**config.mk**
```make
export PLATFORM = sky130hd
export DESIGN_NAME = swr_policy
export DESIGN_NICKNAME = d
export VERILOG_FILES = /design/src/pkg/swr_pkg.sv /design/src/verilog/swr_policy.sv /design/src/verilog/swr_buf.sv
export VERILOG_INCLUDE_DIRS = /design/src /design/src/pkg
export SDC_FILE = /design/constraint.sdc
export NUM_CORES = 1
export LEC_CHECK = 0
export BUFFER_PORTS_ARGS = -buffer_cell sky130_fd_sc_hd__clkbuf_2
export CAP_MARGIN = 10
export CORE_ASPECT_RATIO = 0.5
export CORE_MARGIN = 2
export CORE_UTILIZATION = 36
export DETAILED_ROUTE_END_ITERATION = 16
export GPL_TIMING_DRIVEN = 1
export HOLD_SLACK_MARGIN = 0.08
export PLACE_DENSITY = 0.56
export SLEW_MARGIN = 20
export SYNTH_ARGS = -nofsm -noshare
export SYNTH_HDL_FRONTEND = slang
export SYNTH_SLANG_ARGS = --single-unit
```
**constraint.sdc**
```tcl
create_clock -name pclk -period 2.37 [get_ports pclk]
set_clock_uncertainty 0.1 [all_clocks]
set_input_delay 0.3555 -clock pclk [delete_from_list [all_inputs] [get_ports pclk]]
set_output_delay 0.3555 -clock pclk [all_outputs]
set_load 0.01 [all_outputs]
```
**src/pkg/swr_params.svh**
```systemverilog
// offsets, field positions, reset values and masks of the routing policy block
// How it works
// - eeprom skip bit set: hot reset leaves out the serial eeprom load step.
// - ordering bit clear: packets flagged relaxed are passed on as relaxed.
// - ordering bit set: everything strongly ordered, relaxed flag in packets ignored.
// - peer bit set: downstream arrivals not aimed upstream become unsupported requests.
// - full checking: config to downstream bus only reaches device 0, else unsupported.
// - checking field has no effect on a port with alternate routing forward enabled.
// - field zero: block every id-routed packet to downstream bus, nonzero device.
// - field one: block only such config requests, deliver all other packets.
// - field two: deliver every packet whatever device number it names.
// - upstream check off: downstream packets to upstream bus, nonzero device, go up.
// - upstream check on: such requests unsupported, such completions silently dropped.
// - cut-through bit set: every packet received whole before forwarding.
// - cut-through bit clear: cut-through forwarding whenever possible.
// - lock-ignore bit set: locked packets lose lock effects, routed as ordinary.
// - broadcast bit set: vendor type 1 broadcasts from upstream silently discarded.
// - silent discard returns credits, drops contents, sets no error status.
`ifndef SWR_PARAMS_SVH
`define SWR_PARAMS_SVH

// register byte offsets
`define SWR_CTRL_OFS 12'h000
`define SWR_STAT_OFS 12'h004

// control field positions
`define SWR_EEPROM_SKIP_BIT 6
`define SWR_RELAXED_OFF_BIT 7
`define SWR_PEER_OFF_BIT 8
`define SWR_DEVNUM_MODE_LO 9
`define SWR_DEVNUM_MODE_HI 10
`define SWR_UP_CHECK_BIT 11
`define SWR_CUT_OFF_BIT 14
`define SWR_LOCK_IGNORE_BIT 15
`define SWR_BCAST_DROP_BIT 19

// reset value and writable bits of the control word
`define SWR_CTRL_RESET 32'h0000_0000
`define SWR_CTRL_WMASK 32'h0008_CFC0

// status field positions
`define SWR_STAT_FWD_LO 0
`define SWR_STAT_UR_LO 8
`define SWR_STAT_DROP_LO 16
`define SWR_STAT_OCC_LO 24

`endif

```
**src/pkg/swr_pkg.sv**
```systemverilog
// types shared by the routing policy block
package swr_pkg;

   // packet header summary presented by the switch core
   typedef struct packed {
      logic [7:0] tag;
      logic from_upstream;
      logic to_upstream;
      logic id_routed;
      logic is_cfg_req;
      logic is_cpl;
      logic bus_is_down_link;
      logic bus_is_up_link;
      logic [4:0] dev_num;
      logic relaxed_attr;
      logic locked;
      logic vdm_bcast_t1;
      logic alt_routing_forward_enable;
   } swr_pkt_t;

   typedef enum logic [1:0] {
      SWR_ACT_FWD = 2'b00,
      SWR_ACT_UR = 2'b01,
      SWR_ACT_DROP = 2'b10
   } swr_act_t;

   // routing decision handed to the egress side
   typedef struct packed {
      logic [7:0] tag;
      swr_act_t action;
      logic relaxed_ok;
      logic lock_effect;
      logic cut_through;
   } swr_dec_t;

   typedef enum logic [1:0] {
      SWR_CHK_ALL = 2'b00,
      SWR_CHK_CFG = 2'b01,
      SWR_CHK_NONE = 2'b10,
      SWR_CHK_UNDEF = 2'b11
   } swr_chk_t;

   // state of the policy block apart from its decision buffer
   typedef struct packed {
      logic [31:0] ctrl;
      logic [31:0] rdata;
      logic [7:0] fwd_cnt;
      logic [7:0] ur_cnt;
      logic [7:0] drop_cnt;
      logic credit_ret;
      logic ur_evt;
   } swr_state_t;

endpackage : swr_pkg

```
**src/verilog/swr_policy.sv**
```systemverilog
// switch control register and per-packet routing policy, with apb access
`timescale 1ns/100ps
`include "swr_params.svh"
module swr_policy
   import swr_pkg::*;
#(
   parameter int ADDR_W = 12,
   parameter int BUF_DEPTH = 2
) (
   input wire logic pclk,
   input wire logic presetn,
   // apb slave
   input wire logic [ADDR_W-1:0] paddr,
   input wire logic psel,
   input wire logic penable,
   input wire logic pwrite,
   input wire logic [31:0] pwdata,
   input wire logic [3:0] pstrb,
   output logic [31:0] prdata,
   output logic pready,
   output logic pslverr,
   // hot reset sequencer and datapath levels
   output logic hot_reset_eeprom_skip,
   output logic cut_through_en,
   // packet summaries from the ingress side
   input wire swr_pkt_t in_pkt,
   input wire logic in_valid,
   output logic in_ready,
   // decisions to the egress side
   output swr_dec_t out_dec,
   output logic out_valid,
   input wire logic out_ready,
   // credit return of silently discarded packets
   output logic credit_return,
   // one pulse per packet turned into an unsupported request
   output logic ur_event
);
   localparam int DEC_W = $bits(swr_dec_t);
   localparam int OCC_W = $clog2(BUF_DEPTH+1);

   swr_state_t s_q, s_d;

   // control fields, named for use below
   logic relaxed_order_off;
   logic peer_traffic_off;
   logic [1:0] downstream_devnum_check_mode;
   logic upstream_devnum_check_on;
   logic cut_through_off;
   logic lock_ignore;
   logic vendor_broadcast_drop;

   assign relaxed_order_off = s_q.ctrl[`SWR_RELAXED_OFF_BIT];
   assign peer_traffic_off = s_q.ctrl[`SWR_PEER_OFF_BIT];
   assign downstream_devnum_check_mode =
      s_q.ctrl[`SWR_DEVNUM_MODE_HI:`SWR_DEVNUM_MODE_LO];
   assign upstream_devnum_check_on = s_q.ctrl[`SWR_UP_CHECK_BIT];
   assign cut_through_off = s_q.ctrl[`SWR_CUT_OFF_BIT];
   assign lock_ignore = s_q.ctrl[`SWR_LOCK_IGNORE_BIT];
   assign vendor_broadcast_drop = s_q.ctrl[`SWR_BCAST_DROP_BIT];

   // level seen by the hot reset sequencer when it reaches the eeprom step
   assign hot_reset_eeprom_skip = s_q.ctrl[`SWR_EEPROM_SKIP_BIT];

   // store-and-forward forces whole-packet receipt on every port pair
   assign cut_through_en = !cut_through_off;

   // ------------------------------------------------------------------
   // apb decode
   // ------------------------------------------------------------------
   logic apb_setup, apb_access, apb_wr;
   logic hit_ctrl, hit_stat, hit_any;
   logic [31:0] wr_bytes;
   logic [OCC_W-1:0] occ;

   assign apb_setup = psel && !penable;
   assign apb_access = psel && penable;
   assign hit_ctrl = (paddr == ADDR_W'(`SWR_CTRL_OFS));
   assign hit_stat = (paddr == ADDR_W'(`SWR_STAT_OFS));
   assign hit_any = hit_ctrl || hit_stat;
   assign apb_wr = apb_access && pwrite && hit_ctrl;

   // zero wait states: every access finishes in its first access cycle
   assign pready = 1'b1;
   // unmapped addresses and writes to the status word report an error
   assign pslverr = apb_access && (!hit_any || (pwrite && hit_stat));
   assign prdata = s_q.rdata;

   // byte strobes widened to a bit mask
   always_comb begin
      wr_bytes = '0;
      for (int i = 0; i < 4; i++) begin
         wr_bytes[i*8 +: 8] = {8{pstrb[i]}};
      end
   end

   // status word assembled from live counters and buffer fill
   logic [31:0] stat_word;
   always_comb begin
      stat_word = '0;
      stat_word[`SWR_STAT_FWD_LO +: 8] = s_q.fwd_cnt;
      stat_word[`SWR_STAT_UR_LO +: 8] = s_q.ur_cnt;
      stat_word[`SWR_STAT_DROP_LO +: 8] = s_q.drop_cnt;
      stat_word[`SWR_STAT_OCC_LO +: OCC_W] = occ;
   end

   // ------------------------------------------------------------------
   // per-packet classification
   // ------------------------------------------------------------------
   swr_chk_t chk_mode;
   logic dev_nonzero;
   logic down_dev_block;
   logic up_dev_hit;
   logic peer_block;
   logic bcast_drop;
   swr_act_t act;
   swr_dec_t dec;

   assign dev_nonzero = (in_pkt.dev_num != 5'h00);

   // encoding three has no defined meaning: treat as the strictest mode
   always_comb begin
      unique case (swr_chk_t'(downstream_devnum_check_mode))
         SWR_CHK_ALL: chk_mode = SWR_CHK_ALL;
         SWR_CHK_CFG: chk_mode = SWR_CHK_CFG;
         SWR_CHK_NONE: chk_mode = SWR_CHK_NONE;
         SWR_CHK_UNDEF: chk_mode = SWR_CHK_ALL;
      endcase
   end

   // device-number screen for the bus of a downstream link
   always_comb begin
      down_dev_block = 1'b0;
      if (in_pkt.id_routed && in_pkt.bus_is_down_link && dev_nonzero
          && !in_pkt.alt_routing_forward_enable) begin
         unique case (chk_mode)
            SWR_CHK_ALL: down_dev_block = 1'b1;
            SWR_CHK_CFG: down_dev_block = in_pkt.is_cfg_req;
            SWR_CHK_NONE: down_dev_block = 1'b0;
            default: down_dev_block = 1'b1;
         endcase
      end
   end

   // downstream arrival aimed at the upstream link's bus, nonzero device
   assign up_dev_hit = !in_pkt.from_upstream && in_pkt.id_routed
                       && in_pkt.bus_is_up_link && dev_nonzero;

   // peer traffic: from a downstream port, not toward the upstream port
   assign peer_block = peer_traffic_off && !in_pkt.from_upstream
                       && !in_pkt.to_upstream;

   // vendor type 1 broadcasts coming down from the root
   assign bcast_drop = vendor_broadcast_drop && in_pkt.from_upstream
                       && in_pkt.vdm_bcast_t1;

   // priority: discard, peer block, upstream check, downstream check
   always_comb begin
      act = SWR_ACT_FWD;
      if (bcast_drop) begin
         act = SWR_ACT_DROP;
      end else if (peer_block) begin
         act = SWR_ACT_UR;
      end else if (up_dev_hit && upstream_devnum_check_on) begin
         act = in_pkt.is_cpl ? SWR_ACT_DROP : SWR_ACT_UR;
      end else if (up_dev_hit) begin
         act = SWR_ACT_FWD;
      end else if (down_dev_block) begin
         // completions have no requester to answer, so they vanish
         act = in_pkt.is_cpl ? SWR_ACT_DROP : SWR_ACT_UR;
      end
   end

   // decision word carried through the buffer
   always_comb begin
      dec.tag = in_pkt.tag;
      dec.action = act;
      dec.relaxed_ok = in_pkt.relaxed_attr && !relaxed_order_off;
      dec.lock_effect = in_pkt.locked && !lock_ignore;
      dec.cut_through = !cut_through_off;
   end

   // ------------------------------------------------------------------
   // decision buffer
   // ------------------------------------------------------------------
   logic take, push_ok, buf_in_ready;
   logic [DEC_W-1:0] buf_out;

   // back-pressure reaches the ingress even for packets that get dropped,
   // which keeps the accept rule simple at the cost of a stall now and then
   assign in_ready = buf_in_ready;
   assign take = in_valid && buf_in_ready;
   // discarded packets never enter the buffer: contents are gone
   assign push_ok = in_valid && (act != SWR_ACT_DROP);

   swr_buf #(
      .WIDTH(DEC_W),
      .DEPTH(BUF_DEPTH)
   ) u_buf (
      .clk(pclk),
      .rst_n(presetn),
      .in_data(dec),
      .in_valid(push_ok),
      .in_ready(buf_in_ready),
      .out_data(buf_out),
      .out_valid(out_valid),
      .out_ready(out_ready),
      .occupancy(occ)
   );

   assign out_dec = swr_dec_t'(buf_out);

   // ------------------------------------------------------------------
   // next state
   // ------------------------------------------------------------------
   always_comb begin
      s_d = s_q;
      s_d.credit_ret = 1'b0;
      s_d.ur_evt = 1'b0;

      // only documented bits take writes; bits 0..5 and reserved stay zero
      if (apb_wr) begin
         s_d.ctrl = (s_q.ctrl & ~(wr_bytes & `SWR_CTRL_WMASK))
                    | (pwdata & wr_bytes & `SWR_CTRL_WMASK);
      end

      // read data latched in setup so it comes from a flop in access
      if (apb_setup && !pwrite) begin
         if (hit_ctrl) begin
            s_d.rdata = s_q.ctrl & `SWR_CTRL_WMASK;
         end else if (hit_stat) begin
            s_d.rdata = stat_word;
         end else begin
            s_d.rdata = '0;
         end
      end

      // counters wrap; they are a debug aid, not an error status
      if (take) begin
         unique case (act)
            SWR_ACT_FWD: s_d.fwd_cnt = s_q.fwd_cnt + 8'h01;
            SWR_ACT_UR: begin
               s_d.ur_cnt = s_q.ur_cnt + 8'h01;
               s_d.ur_evt = 1'b1;
            end
            SWR_ACT_DROP: begin
               s_d.drop_cnt = s_q.drop_cnt + 8'h01;
               s_d.credit_ret = 1'b1;
            end
            default: s_d.fwd_cnt = s_q.fwd_cnt;
         endcase
      end
   end

   assign credit_return = s_q.credit_ret;
   assign ur_event = s_q.ur_evt;

   // only power-up reset clears the word; hot reset never reaches here
   always_ff @(posedge pclk or negedge presetn) begin
      if (!presetn) begin
         s_q.ctrl <= `SWR_CTRL_RESET;
         s_q.rdata <= 32'h0000_0000;
         s_q.fwd_cnt <= 8'h00;
         s_q.ur_cnt <= 8'h00;
         s_q.drop_cnt <= 8'h00;
         s_q.credit_ret <= 1'b0;
         s_q.ur_evt <= 1'b0;
      end else begin
         s_q <= s_d;
      end
   end
endmodule : swr_policy

```
**src/verilog/swr_buf.sv**
```systemverilog
// two-entry decision buffer with valid/ready on both sides
`timescale 1ns/100ps
module swr_buf #(
   parameter int WIDTH = 8,
   parameter int DEPTH = 2
) (
   input wire logic clk,
   input wire logic rst_n,
   input wire logic [WIDTH-1:0] in_data,
   input wire logic in_valid,
   output logic in_ready,
   output logic [WIDTH-1:0] out_data,
   output logic out_valid,
   input wire logic out_ready,
   output logic [$clog2(DEPTH+1)-1:0] occupancy
);
   localparam int PW = (DEPTH > 1) ? $clog2(DEPTH) : 1;
   localparam int CW = $clog2(DEPTH+1);

   typedef struct packed {
      logic [DEPTH-1:0][WIDTH-1:0] mem;
      logic [PW-1:0] wp;
      logic [PW-1:0] rp;
      logic [CW-1:0] cnt;
   } swr_buf_st_t;

   swr_buf_st_t s_q, s_d;
   logic push, pop;

   // full and empty straight from the count, so ready is honest
   assign in_ready = (s_q.cnt != CW'(DEPTH));
   assign out_valid = (s_q.cnt != '0);
   assign out_data = s_q.mem[s_q.rp];
   assign occupancy = s_q.cnt;
   assign push = in_valid && in_ready;
   assign pop = out_valid && out_ready;

   // pointer wrap by compare keeps odd depths legal
   always_comb begin
      s_d = s_q;
      if (push) begin
         s_d.mem[s_q.wp] = in_data;
         s_d.wp = (s_q.wp == PW'(DEPTH-1)) ? '0 : s_q.wp + PW'(1);
      end
      if (pop) begin
         s_d.rp = (s_q.rp == PW'(DEPTH-1)) ? '0 : s_q.rp + PW'(1);
      end
      if (push && !pop) begin
         s_d.cnt = s_q.cnt + CW'(1);
      end else if (pop && !push) begin
         s_d.cnt = s_q.cnt - CW'(1);
      end
   end

   always_ff @(posedge clk or negedge rst_n) begin
      if (!rst_n) begin
         s_q <= '0;
      end else begin
         s_q <= s_d;
      end
   end
endmodule : swr_buf

```
==> flow_summary.json <==
{
  "status": "completed",
  "finalHoldViolCount": 0,
  "finalSetupTns_ns": 0,
  "dp_hpwl_um": 6869,
  "p_int_mw": 3.647,
  "die_h_um": 82.44,
  "clock_power_share_pct": 29.9,
  "grt_use_total_pct": 15.13,
  "clock_sinks": 91,
  "grt_setup_unrepaired": "no",
  "fmax_mhz": 449.2,
  "yosysUniqueCellTypes": 52,
  "grt_pass1_wl_um": 15430,
  "period_share_pct": 93.94,
  "drc": 0,
  "grt-ovfl-total": 0,
  "worstMarginPinSlew_ns": 0.5523,
  "fin_nets": 563,
  "p_leak_nw": 2.687,
  "worst_setup_path_start_kind": "input pin",
  "synth_top_area_share_pct": 51.41,
  "layout_commonest_cell": "clkbuf_2",
  "dieArea_um2": 13260,
  "ir_drop_mv": 0.3277,
  "yosysWarnings": 0,
  "synth_top_flop_cell": "dfrtp_1",
  "cts_tree": "yes",
  "arrival_ns": 1.77,
  "via_count": 3076,
  "antenna_found_initial": 0,
  "drv_cap": 0,
  "io_pins": 132,
  "wl_um": 9332,
  "required_ns": 1.91,
  "post_cts_resized": 0,
  "setup_viol": 0,
  "final_cell_mix": "clkbuf_2 (99), dfrtp_1 (91), nand2_1 (49), mux2_2 (38), nor2_1 (24)",
  "clockBufferDepth": 2,
  "post-route-min-period_ns": 2.226,
  "rows": 28,
  "core-area_um2": 11910,
  "dp_cells": 633,
  "grt_max_degree": 43,
  "path_clk_slew_ns": 0.06,
  "clock_latency_ns": 0.33,
  "critical_path.endpoint_type": "primary output",
  "cts_setup_buffers": 0,
  "holdWs_ns": 0.1511,
  "cp_max_fo": 3,
  "combPwrFrac_pct": 27.9,
  "globalplace.congestion": 0.7521,
  "drive_gt1_share_pct": 39.79,
  "syn_inst": 391,
  "root_buffer": "clkbuf_16",
  "final_util_pct": 44.97,
  "synthArstFlopShare_pct": 100.0,
  "cts_max_level": 3,
  "synth-seq-cells": 91,
  "area_delta_synth_final_pct": 20.93,
  "powerDensity_nw_per_um2": 955.5,
  "first_pass_iters": 4,
  "grt_pass1_vias": 3046,
  "syn_area_um2": 4429,
  "min_path_type": "in2reg",
  "ys_seq_area_share_pct": 51.41,
  "cts_inserted_buffers": 9,
  "drt-vias-per-instance": 4.732,
  "drt_iter0_drc": 126,
  "port_buffers": 100,
  "totalPowerFinal_mw": 5.118,
  "synth_area_leader_cell": "dfrtp_1",
  "start_util_pct": 37.18,
  "syn_avg_cell_area_um2": 11.33,
  "power.switching_mw": 1.471,
  "maxSlewHeadroom_pct": 63.18,
  "synth-edff-count": 0,
  "yosys-top-cells-area": "dfrtp_1 (51%), mux2_2 (9.7%), buf_4 (5.6%)",
  "slew_viol_final": 0,
  "cts_hold_buf": 1,
  "fin_cells": 650,
  "ant_nets": 0,
  "worstSetupPathType": "in2out",
  "fillers": 1182,
  "die-width_um": 160.9,
  "switching_share_pct": 28.74,
  "p_seq_share_pct": 42.2,
  "avgRoutedWirePerCell_um": 14.36,
  "antenna_cells": 0
}
-- final cells by class --
class / instances / area, um2 / area share (%)
Sequential cell: 91 / 2277 / 42.51
Multi-Input combinational cell: 251 / 1833 / 34.22
Timing Repair Buffer: 120 / 693.2 / 12.94
Clock buffer: 12 / 246.5 / 4.602
Tap cell: 165 / 206.4 / 3.854
Clock inverter: 4 / 73.82 / 1.378
Inverter: 7 / 26.28 / 0.4905
-- stage by stage --
stage / instance area [um2] / worst slack [ns]
global placement: 5026 / 0.07642
floorplan: 4448 / 0.1445
finish: 5356 / 0.1436
global route: 5356 / 0.05112
CTS: 5356 / 0.1020
detailed placement: 5026 / 0.06308
-- worst max-delay path: stages --
cell and delay [ns]:
clkbuf_2 0.08, or4_1 0.56, buf_4 0.17, nor4_4 0.34, a211oi_1 0.13, clkbuf_2 0.14
-- registers in the layout, summed over array words and instances, names as in the netlist, named ones only --
signal,cells
prdata,26
ur_event,1
credit_return,1
u_buf.s_q,28
s_q,24
u_buf.occupancy,2
-- power by group through the flow --
stage	Sequential, mW	Clock [mW]	Combinational (mW)
final	2.16	1.53	1.43
after global routing	2.22	1.64	1.59
after CTS	2.16	1.58	1.46
after detailed placement	2.19	0	1.45
after global placement	2.18	0	1.43
after floorplan	2.12	0	1.06
-- cell families (layout without fill, tap and decap cells) --
group | Yosys count | in the layout | synth area share [%]
other cells | 2 | 7 | 0.1696
xor+xnor | 25 | 25 | 4.944
mux | 47 | 47 | 12.60
flops | 91 | 91 | 51.41
simple gates | 139 | 139 | 16.30
fa+ha+maj | 4 | 4 | 1.130
buf+inv | 54 | 143 | 7.627
compound gates | 29 | 29 | 5.819
-- layer usage --
metal | up-vias | track usage (%) | wire, um
met1 | 1491 | 20.80 | 4668
met4 | 0 | 4.554 | 74
met3 | 8 | 3.546 | 405
met2 | 78 | 24.16 | 4183
met5 | - | 0 | 0
li1 | 1499 | - | -
-- synth_stat cells (all sizes together), types with 2 or more instances --
cell / number
nor2: 25
and4: 2
and3: 8
or4: 3
nand4: 4
clkbuf: 8
o211ai: 4
nor3: 5
nor4: 4
dfrtp: 91
o21ai: 4
buf: 39
mux2: 46
conb: 2
nand2: 50
and2: 3
nand3: 20
a221oi: 9
xor2: 10
o2111ai: 3
nor3b: 3
nor2b: 5
or3: 2
ha: 4
xnor2: 15
nand2b: 3
inv: 7
-- final timing paths --
path                            depth (start not counted)  slack (ns)            endpoint  startpoint
worst max-delay path                                    6        0.14             pslverr    paddr[8]
worst min-delay path                                    2        0.15                flop  pwdata[14]
worst max register to register                          8        0.25  u_buf.occupancy[1]        flop
worst min register to register                          2        0.36          prdata[16]  prdata[16]
max in group asynchronous                               3        1.03          prdata[12]     presetn
min in group asynchronous                               2        0.46           prdata[6]     presetn
No activity file was read; power rests on OpenSTA's default activity.
